===== src/irq_compare_pkg.sv =====
// Package: constants for the external interrupt request compare block
`default_nettype none
package irq_compare_pkg;
    localparam int code_width = 4;
    localparam int mask_lsb = 12;
    localparam int mask_msb = 15;
    localparam int status_width = 16;
    localparam logic [3:0] code_reset = 4'h0;
    localparam logic [3:0] code_highest = 4'h1;
    localparam logic [3:0] code_lowest = 4'hf;
    localparam logic [1:0] sync_stages = 2'h2;
    // Request high and code all ones: the pins as they stand with no request
    localparam logic [4:0] pins_idle = 5'h1f;

    typedef enum logic [1:0] {
        st_idle = 2'b00,
        st_compare = 2'b01,
        st_taken = 2'b10
    } irq_state_t;
endpackage : irq_compare_pkg
`default_nettype wire


===== src/irq_request_compare.sv =====
// External interrupt request capture and mask compare
`timescale 1ns/1ps
`default_nettype none
// Summary of operation
// Request line low asks for interrupt; code inputs captured into holding register.
// Captured code equal or below status mask bits 12..15 starts interrupt sequence.
// Code above mask: request ignored, no interrupt sequence begins.
// Request held after rejection; device keeps resampling and comparing until mask accepts.
// First code input is the MSB; code sampled only while request asserted.
// Far side encodes LLLH as highest priority, HHHH as lowest.
// Request and code sampled on clock; capture and compare in one step.
module irq_request_compare (
    // Clock and reset
    input wire logic clk,
    input wire logic rstn,
    // Interrupt pins from external priority logic
    input wire logic interrupt_request_n,
    input wire logic priority_code_msb,
    input wire logic priority_code_bit1,
    input wire logic priority_code_bit2,
    input wire logic priority_code_lsb,
    // Processor status register
    input wire logic [irq_compare_pkg::status_width-1:0] status,
    // Interrupt sequence handshake with the processor core
    output logic irq_start,
    output logic [irq_compare_pkg::code_width-1:0] irq_code,
    input wire logic irq_done,
    // Observation
    output logic irq_pending
);
    // Request pin sits above the code pins in the synchroniser word
    localparam int pin_count = irq_compare_pkg::code_width + 1;
    localparam int req_bit = pin_count - 1;

    // Pin path
    logic [irq_compare_pkg::code_width-1:0] code_pins;
    logic [pin_count-1:0] pins_raw;
    logic [pin_count-1:0] pins_sync;

    // Decision terms
    logic req_active;
    logic [irq_compare_pkg::code_width-1:0] code_live;
    logic [irq_compare_pkg::code_width-1:0] mask_value;
    logic code_fits;
    logic accept;

    // Sequencer
    irq_compare_pkg::irq_state_t state_reg;
    irq_compare_pkg::irq_state_t state_next;

    // Code holding register
    logic [irq_compare_pkg::code_width-1:0] code_reg;
    logic [irq_compare_pkg::code_width-1:0] code_next;

    // Start pulse towards the core
    logic start_reg;
    logic start_next;

    // Pending flag, up while a request waits for the mask
    logic pending_reg;
    logic pending_next;

    // The first code input lands in the top bit, so a plain unsigned compare
    // follows the priority order that the far side encodes
    assign code_pins = {priority_code_msb, priority_code_bit1, priority_code_bit2, priority_code_lsb};
    assign pins_raw = {interrupt_request_n, code_pins};

    // Request and code share one synchroniser, so both reach the decision on the same edge.
    // Limitation: a code that moves while the request is already low can straddle two
    // samples; the far side settles the code before it lowers the request.
    // The idle pattern is all ones, so the request reads inactive straight out of reset.
    pin_sync #(
        .width(pin_count),
        .reset_value(irq_compare_pkg::pins_idle)
    ) u_pin_sync (
        .clk(clk),
        .rstn(rstn),
        .async_in(pins_raw),
        .sync_out(pins_sync)
    );

    // Request is active low at the pin
    assign req_active = ~pins_sync[req_bit];
    assign code_live = pins_sync[irq_compare_pkg::code_width-1:0];
    // Mask comes from core logic on this clock, so it needs no synchroniser
    assign mask_value = status[irq_compare_pkg::mask_msb:irq_compare_pkg::mask_lsb];

    // Compare uses the live code so capture and decision happen in the same step
    assign code_fits = (code_live <= mask_value);
    assign accept = req_active && code_fits;

    // Latency from the request pin going low to the start pulse is four edges at best:
    // two in the synchroniser, one to enter the compare state and one to compare.
    // A refused request costs nothing extra once the mask is raised.
    always_comb begin
        state_next = state_reg;
        case (state_reg)
            irq_compare_pkg::st_idle: begin
                if (req_active) begin
                    // The code is captured on this same edge
                    state_next = irq_compare_pkg::st_compare;
                end else begin
                    state_next = irq_compare_pkg::st_idle;
                end
            end
            irq_compare_pkg::st_compare: begin
                if (!req_active) begin
                    // Request withdrawn before it was accepted
                    state_next = irq_compare_pkg::st_idle;
                end else if (accept) begin
                    state_next = irq_compare_pkg::st_taken;
                end else begin
                    // Refused: stay and compare the resampled code on the next edge
                    state_next = irq_compare_pkg::st_compare;
                end
            end
            irq_compare_pkg::st_taken: begin
                // Holds off a second start until the core finishes the sequence
                if (irq_done) begin
                    state_next = irq_compare_pkg::st_idle;
                end else begin
                    state_next = irq_compare_pkg::st_taken;
                end
            end
            default: begin
                state_next = irq_compare_pkg::st_idle;
            end
        endcase
    end

    always_ff @(posedge clk or negedge rstn) begin
        if (!rstn) begin
            state_reg <= irq_compare_pkg::st_idle;
        end else begin
            state_reg <= state_next;
        end
    end

    // Code holding register follows the pins only while it may sample them
    always_comb begin
        code_next = code_reg;
        case (state_reg)
            irq_compare_pkg::st_idle: begin
                if (req_active) begin
                    code_next = code_live;
                end
            end
            irq_compare_pkg::st_compare: begin
                if (req_active) begin
                    // Resampled on every compare edge, so a changed code is judged afresh
                    code_next = code_live;
                end
            end
            irq_compare_pkg::st_taken: begin
                // The accepted code stays put while the core runs its sequence
                code_next = code_reg;
            end
            default: begin
                code_next = code_reg;
            end
        endcase
    end

    always_ff @(posedge clk or negedge rstn) begin
        if (!rstn) begin
            code_reg <= irq_compare_pkg::code_reset;
        end else begin
            code_reg <= code_next;
        end
    end

    // Start pulse lasts one cycle; the taken state keeps it from repeating
    always_comb begin
        start_next = 1'b0;
        case (state_reg)
            irq_compare_pkg::st_compare: begin
                if (accept) begin
                    start_next = 1'b1;
                end
            end
            default: begin
                start_next = 1'b0;
            end
        endcase
    end

    always_ff @(posedge clk or negedge rstn) begin
        if (!rstn) begin
            start_reg <= 1'b0;
        end else begin
            start_reg <= start_next;
        end
    end

    // Pending is registered from the next state so it lines up with the state register
    always_comb begin
        pending_next = 1'b0;
        case (state_next)
            irq_compare_pkg::st_compare: begin
                pending_next = 1'b1;
            end
            default: begin
                pending_next = 1'b0;
            end
        endcase
    end

    always_ff @(posedge clk or negedge rstn) begin
        if (!rstn) begin
            pending_reg <= 1'b0;
        end else begin
            pending_reg <= pending_next;
        end
    end

    // Outputs come straight from registers
    assign irq_start = start_reg;
    assign irq_code = code_reg;
    assign irq_pending = pending_reg;
endmodule : irq_request_compare
`default_nettype wire


===== src/pin_sync.sv =====
// Two-stage synchroniser for a bus of asynchronous pins
`timescale 1ns/1ps
`default_nettype none
module pin_sync #(
    parameter int width = 1,
    parameter logic [width-1:0] reset_value = '0
) (
    // Clock and reset
    input wire logic clk,
    input wire logic rstn,
    // Pins
    input wire logic [width-1:0] async_in,
    output logic [width-1:0] sync_out
);
    logic [width-1:0] meta_reg;
    logic [width-1:0] meta_next;
    logic [width-1:0] sync_reg;
    logic [width-1:0] sync_next;

    // First stage is read only by the second stage
    always_comb begin
        meta_next = async_in;
        sync_next = meta_reg;
    end

    always_ff @(posedge clk or negedge rstn) begin
        if (!rstn) begin
            meta_reg <= reset_value;
            sync_reg <= reset_value;
        end else begin
            meta_reg <= meta_next;
            sync_reg <= sync_next;
        end
    end

    assign sync_out = sync_reg;
endmodule : pin_sync
`default_nettype wire


===== config.mk =====
export PLATFORM = sky130hd
export DESIGN_NAME = irq_request_compare
export DESIGN_NICKNAME = d
export VERILOG_FILES = /design/src/irq_compare_pkg.sv /design/src/irq_request_compare.sv /design/src/pin_sync.sv
export SDC_FILE = /design/constraint.sdc
export NUM_CORES = 1
export LEC_CHECK = 0
export BUFFER_PORTS_ARGS = -buffer_cell sky130_fd_sc_hd__buf_2
export CAP_MARGIN = 25
export CORE_UTILIZATION = 44
export CTS_BUF_LIST = sky130_fd_sc_hd__clkbuf_8 sky130_fd_sc_hd__clkbuf_16
export CTS_CLUSTER_DIAMETER = 50
export DETAILED_ROUTE_END_ITERATION = 8
export PLACE_DENSITY_LB_ADDON = 0.2
export SLEW_MARGIN = 0
export SYNTH_ARGS = -nofsm -noshare
export SYNTH_HDL_FRONTEND = slang
export SYNTH_HIERARCHICAL = 1
export SYNTH_SLANG_ARGS = --single-unit

===== constraint.sdc =====
create_clock -name clk -period 1.8 [get_ports clk]
set_input_delay 0.09 -clock clk [delete_from_list [all_inputs] [get_ports clk]]
set_output_delay 0.09 -clock clk [all_outputs]
set_load 0.01 [all_outputs]

==> results of run 1 <==
## layout by cell type (no fill, tap or decap)
master / count
dlygate4sd3_1: 6
nand4_1: 1
nand2b_1: 1
nor4_1: 1
buf_2: 17
mux2_1: 4
clkbuf_8: 4
nor2b_4: 1
inv_1: 5
o211ai_2: 1
nor2_4: 1
o21a_1: 2
dfstp_2: 10
ha_1: 4
a21oi_1: 2
nand3_1: 1
a32oi_1: 1
and4_2: 1
dfrtp_1: 8
## report_power, final
group / total (mW) / switching (mW) / internal, mW
logic: 0.135 / 0.0652 / 0.0695
clock network: 0.314 / 0.121 / 0.194
registers: 0.481 / 0.0236 / 0.457
total: 0.930 / 0.209 / 0.720
## what timing repair did
action | in CTS | in global routing
setup endpoints to repair | 0 | 0
endpoints found under the hold margin | 13 | 0
hold buffers | 6 | 0
## metal layers
metal / up-vias / part of all wire / global-route usage / routed length [µm]
li1: 207 / - / - / -
met1: 186 / 0.48 / 0.162 / 460
met3: 0 / 0.059 / 0.0479 / 57
met4: 0 / 0 / 0.0484 / 0
met5: - / 0 / 0 / 0
met2: 17 / 0.46 / 0.234 / 450
## worst max-delay path by stage
stage / from / end / slack, ns / depth (start not counted)
after global routing: u_pin_sync/sync_out[1] / irq_start / 0.26 / 5
after CTS: u_pin_sync/sync_out[1] / irq_start / 0.31 / 5
after floorplan: u_pin_sync/sync_out[1] / irq_pending / 0.43 / 5
after global placement: u_pin_sync/sync_out[0] / irq_pending / 0.36 / 5
after detailed placement: u_pin_sync/sync_out[1] / irq_start / 0.33 / 5
final: u_pin_sync/sync_out[1] / irq_start / 0.33 / 5
## kinds of logic after synthesis
| family | share of synthesized area |
|---|---|
| and+or+nand+nor | 0.0862 |
| adders and majority gates | 0.0734 |
| AOI/OAI and AO/OA | 0.0679 |
| DFF | 0.679 |
| buffers and inverters | 0.0275 |
| muxes | 0.0661 |
## worst register-to-register path, delay by kind of cell, from the launching register on
kind	cells	cell delay, ns
flops	1	0.53
simple gates	2	0.33
compound gates	2	0.27
fa+ha+maj	1	0.23
## through the flow
| stage | instances | total power, mW | hold WS [ns] | util |
|---|---|---|---|---|
| 3_3_place_gp | 76 | 0.610 | 0.0248 | 0.575 |
| 3_5_place_dp | 76 | 0.614 | 0.0312 | 0.575 |
| 4_1_cts | 86 | 0.945 | 0.125 | 0.659 |
| 5_1_grt | 86 | 0.988 | 0.130 | 0.659 |
| 2_1_floorplan | 44 | 0.558 | -0.206 | - |
| 6_report | 86 | 0.930 | 0.133 | 0.659 |
## cells in the mapped netlist
library cell  count  area [µm²]
nor2b_4           1        13.8
inv_1             5        18.8
nand3_1           1        5.00
o21a_1            2        15.0
a21oi_1           2        10.0
a32oi_1           1        8.76
nand2b_1          1        6.26
nor2_4            1        11.3
dfrtp_1           8         200
and4_2            1        10.0
o211ai_2          1        12.5
ha_1              4        50.1
mux2_1            4        45.0
nand4_1           1        6.26
nor4_1            1        6.26
dfstp_2          10         263
## area by class of cell
cell class | count | area, µm² | share of cell area
sequential | 18 | 463 | 0.514
multi-input combinational | 21 | 200 | 0.222
timing repair buffer | 23 | 145 | 0.161
clock buffer | 4 | 55.1 | 0.0611
inverter | 5 | 18.8 | 0.0208
tap | 15 | 18.8 | 0.0208
==> results.json, run 1 <==
{
  "wl_per_cell_um": 11.3,
  "unrepaired_setup_endpoints_after_global_routing": "no",
  "run_status": "finished clean",
  "critPathMaxStageDelay_ns": 0.53,
  "floorplan.die.width_um": 41.4,
  "synth.avg_cell_area_um2": 15.5,
  "power.leakage_nw": 0.428,
  "slew_viol_final": 0,
  "max_freq_mhz": 682,
  "synthesis.nets": 72,
  "finalWorstPathRequiredPeriod_ns": 1.47,
  "reg2reg_slack_ns": 0.33,
  "worst_setup_path_start_kind": "register",
  "maxCapViolCount": 0,
  "critical_path_required_ns": 1.94,
  "clockBufferDepth": 2,
  "drt_drc_violations_left": 0,
  "design.core.area_mm2": 0.00137,
  "gp_congestion": 0.633,
  "worstHoldStart": "irq_done",
  "family_with_the_most_delay_on_the_worst_path": "flip-flops",
  "hp-class": "in2reg",
  "timing.clock.skew_ns": 0.00220,
  "post_cts_resized": 0,
  "fillCellCount": 106,
  "setup_viol": 0,
  "finalHoldViolations": 0,
  "route.vias.total": 410,
  "cts_buffers": 3,
  "timing.hold.worst_path_depth": 3,
  "critical_path.reg2reg.startpoint": "u_pin_sync/sync_out[1]",
  "grt_util_all_layers": 0.138,
  "max-slew-margin-rel": 0.747,
  "io_pins": 30,
  "num_antenna_cells": 0,
  "power_per_cell_area_mw_per_mm2": 1030,
  "postRouteWirelength_um": 968,
  "r2r.worst_path.cells": 5,
  "crit_path_cell_trace": "ha_1, nor2b_4, o211ai_2, a21oi_1, nor4_1",
  "floorplan.die.height_um": 41.4,
  "seq_area_frac_synth": 0.679,
  "preCtsSetupSlack_ns": 0.326,
  "grt_antenna_before_repair": 0,
  "drt.antenna.violating_nets": 0,
  "period_share": 0.814,
  "die-area_mm2": 0.00171,
  "initialDrtViolationCount": 9,
  "grt_pass1_wl_mm": 1.46,
  "cts-root-buf": "clkbuf_8",
  "grt_overflow_total": 0,
  "dpl_cell_area_um2": 786,
  "clkTransAtPathRegs_ns": 0.06,
  "cts_tree": "yes",
  "initial_core_util": 0.499,
  "netlist_area_um2": 682,
  "worst-path-max-fanout": 3,
  "flip_flop_and_latch_count_after_synthesis": 18,
  "viasPerCell": 4.77,
  "layout_area_overhead_pct": 32.1,
  "clk-insertion-delay-late_ns": 0.25,
  "timing.setup.tns_ns": 0,
  "crit_slowest_cell": "dfstp_2",
  "dpl.hpwl_um": 685,
  "post-cts-setup-buffer-count": 0,
  "grt_pass1_vias": 401,
  "setup_slack_ns": 0.335,
  "irDropWorstVdd_uv": 601,
  "fraction_of_layout_cells_with_a_size_suffix_above_1": 0.493,
  "worstMarginPinSlew_ns": 0.380,
  "setup.worst_path.class": "reg2reg",
  "synth.distinct_cells": 16,
  "port-buffer-count": 17,
  "ys.warnings.count": 6,
  "r2r-end": "irq_start",
  "pre_antenna_drt_iters": 4,
  "worstPathBufferInverterCount": 0,
  "syn_inst": 44,
  "crit_path_end_kind": "register",
  "fin_area_um2": 901,
  "num_rows": 13,
  "clock_sinks": 18,
  "worstHoldEndpoint": "state_reg[1]",
  "cp.arrival_ns": 1.60,
  "nets": 100,
  "cts_htree_levels": 1,
  "grt_max_degree": 19
}
No activity file was read; power rests on OpenSTA's default activity.
==> inputs of run 2 (changes only) <==
Settings changed: CORE_UTILIZATION 44 to 40.
Clock period 1.8 ns to 1.2 ns, I/O delays scaled along.
==> run 2 against run 1 <==
Compared with the run above:
- the flow now finishes with violations (setup timing)
- clock skew up 0.00097 ns
- critical path depth unchanged
- clock power is 22% higher
- worst setup slack lost 0.55 ns
- sequential share of layout area fell by 1.3 points
- critical path type unchanged
- critical endpoint is now state_reg[1]
- highest routed layer unchanged
==> results.json, run 2 (synthesis results as in run 1) <==
{
  "run_status": "complete, but fails checks",
  "failed_checks": "setup timing",
  "leading_cell_types_in_the_layout_fill_and_taps_excluded": "buf_2, dfstp_2, dfrtp_1, dlygate4sd3_1, inv_1",
  "worst-path-max-fanout": 2,
  "drt-met1-wl_um": 502,
  "design.core.area_mm2": 0.00154,
  "holdWs_ns": 0.116,
  "grt_max_degree": 19,
  "critical_path_required_ns": 1.36,
  "gp_congestion": 0.727,
  "pre_antenna_drt_iters": 4,
  "swShare": 0.231,
  "finalWorstPathRequiredPeriod_ns": 1.42,
  "power_per_cell_area_mw_per_mm2": 1440,
  "period_share": 1.18,
  "max-slew-margin-rel": 0.753,
  "route.met2.wl_um": 519,
  "fillCellCount": 122,
  "pwr-share-clk": 0.288,
  "unrepaired_setup_endpoints_after_global_routing": "yes",
  "postRouteWirelength_mm": 1.06,
  "cts_htree_levels": 1,
  "io_pins": 30,
  "cts_buffers": 3,
  "grt_antenna_before_repair": 0,
  "initialDrtViolationCount": 1,
  "cts_tree": "yes",
  "finish.cell_count_without_fillers": 87,
  "met3_wirelength_um": 40,
  "net_switching_power_mw": 0.307,
  "top_signal_layer_used": "met3",
  "setup_slack_ns": -0.219,
  "timing.clock.skew_ns": 0.00317,
  "route.vias.total": 404,
  "critPathMaxStageDelay_ns": 0.53,
  "cp.arrival_ns": 1.58,
  "floorplan.die.width_um": 43.3,
  "viasPerCell": 4.64,
  "finalHoldViolations": 0,
  "crit_slowest_cell": "dfstp_2",
  "clkTransAtPathRegs_ns": 0.06,
  "clk-insertion-delay-late_ns": 0.24,
  "grt_util_all_layers": 0.123,
  "hp-class": "in2reg",
  "irDropWorstVdd_uv": 1070,
  "regArea_um2": 463,
  "grt_pass1_wl_mm": 1.61,
  "most_common_cell_after_layout_fill_and_taps_aside": "buf_2",
  "grt_pass1_vias": 380,
  "seqPwrFrac": 0.543,
  "internal_power_mw": 1.02,
  "initial_core_util": 0.442,
  "crit_path_end_kind": "register",
  "grt_overflow_total": 0,
  "layout_area_overhead_pct": 35.4,
  "floorplan.die.height_um": 43.3,
  "max_freq_mhz": 705,
  "clockBufferDepth": 2,
  "drt.antenna.violating_nets": 0,
  "cts-root-buf": "clkbuf_8",
  "worstMarginPinSlew_ns": 0.371,
  "dpl.hpwl_um": 761,
  "worst_setup_path_start_kind": "register",
  "combinational_cell_fraction_of_total_power": 0.169,
  "nets": 101,
  "maxCapViolCount": 0,
  "total_power_mw": 1.33,
  "crit_path_cell_trace": "inv_1, ha_1, and4_4, nand3_1, a32oi_1",
  "die-area_mm2": 0.00187,
  "wl_per_cell_um": 12.2,
  "port-buffer-count": 17,
  "slew_viol_final": 0,
  "setup_viol": 4,
  "drt_drc_violations_left": 0,
  "fraction_of_layout_cells_with_a_size_suffix_above_1": 0.549,
  "clock_sinks": 18,
  "num_rows": 14,
  "setup.worst_path.class": "reg2reg",
  "num_antenna_cells": 0,
  "multi_input_comb_area_um2": 228,
  "placed_cells": 78,
  "power.leakage_nw": 0.428
}
run 2: changes by cell type in the layout (fill, tap and decap cells not counted), sizes merged:
| cell | previous run | this run |
|---|---|---|
| buf | 17 | 18 |
| clkbuf | 4 | 3 |
run 2: area by class of cell:
type,instances,area share
Clock buffer,3,0.0447
Multi-Input combinational cell,21,0.247
Timing Repair Buffer,24,0.165
Sequential cell,18,0.501
Inverter,5,0.0203
Tap cell,16,0.0217
run 2: power by group through the flow:
stage | sequential, mW | combinational (mW) | clock, mW
after global placement | 0.731 | 0.199 | 0
after detailed placement | 0.733 | 0.203 | 0
final | 0.723 | 0.225 | 0.384
after global routing | 0.731 | 0.245 | 0.428
after floorplan | 0.747 | 0.0963 | 0
after CTS | 0.724 | 0.225 | 0.398
run 2: metrics by stage:
step                      utilization  cell area [µm²]  setup TNS [ns]  setup slack [ns]
after floorplan                     -              698          -0.523            -0.141
after global routing            0.599              923           -1.10            -0.288
final                           0.599              923          -0.823            -0.219
after CTS                       0.598              922          -0.850            -0.217
after detailed placement        0.526              811          -0.846            -0.239
after global placement          0.526              811          -0.843            -0.232
run 2: path summary, 6_finish.rpt:
| path | cells after the start | to | slack (ns) | start |
|---|---|---|---|---|
| max reg2reg | 5 | state_reg[1] | -0.22 | u_pin_sync/sync_out[0] |
| min | 3 | state_reg[1] | 0.12 | irq_done |
| min in group asynchronous | 2 | state_reg[0] | 0.27 | rstn |
| max | 5 | state_reg[1] | -0.22 | u_pin_sync/sync_out[0] |
| max in group asynchronous | 2 | u_pin_sync/meta_reg[1] | 0.62 | rstn |
| min reg2reg | 0 | u_pin_sync/sync_out[2] | 0.35 | u_pin_sync/meta_reg[2] |
run 2: repair_timing:
| action | CTS | global route |
|---|---|---|
| pin swaps | 1 | 2 |
| buffers inserted | 0 | 0 |
| endpoints found under the setup margin | 4 | 4 |
| hold buffers | 6 | 0 |
| hold endpoints to repair | 13 | 0 |
| resized for setup | 2 | 1 |
run 2: per-layer routing:
layer | vias up | global-route usage
li1 | 206 | -
met1 | 186 | 0.159
met2 | 12 | 0.188
met3 | 0 | 0.0383
met4 | 0 | 0.0545
met5 | - | 0
run 2: critical path: cells and delay by family, from the launching register on:
| family | cells | cell delay [ns] |
|---|---|---|
| flip-flops | 1 | 0.53 |
| buffers and inverters | 1 | 0.04 |
| AO/OA/AOI/OAI | 1 | 0.20 |
| AND/OR/NAND/NOR | 2 | 0.30 |
| adder cells (fa/ha/maj) | 1 | 0.26 |
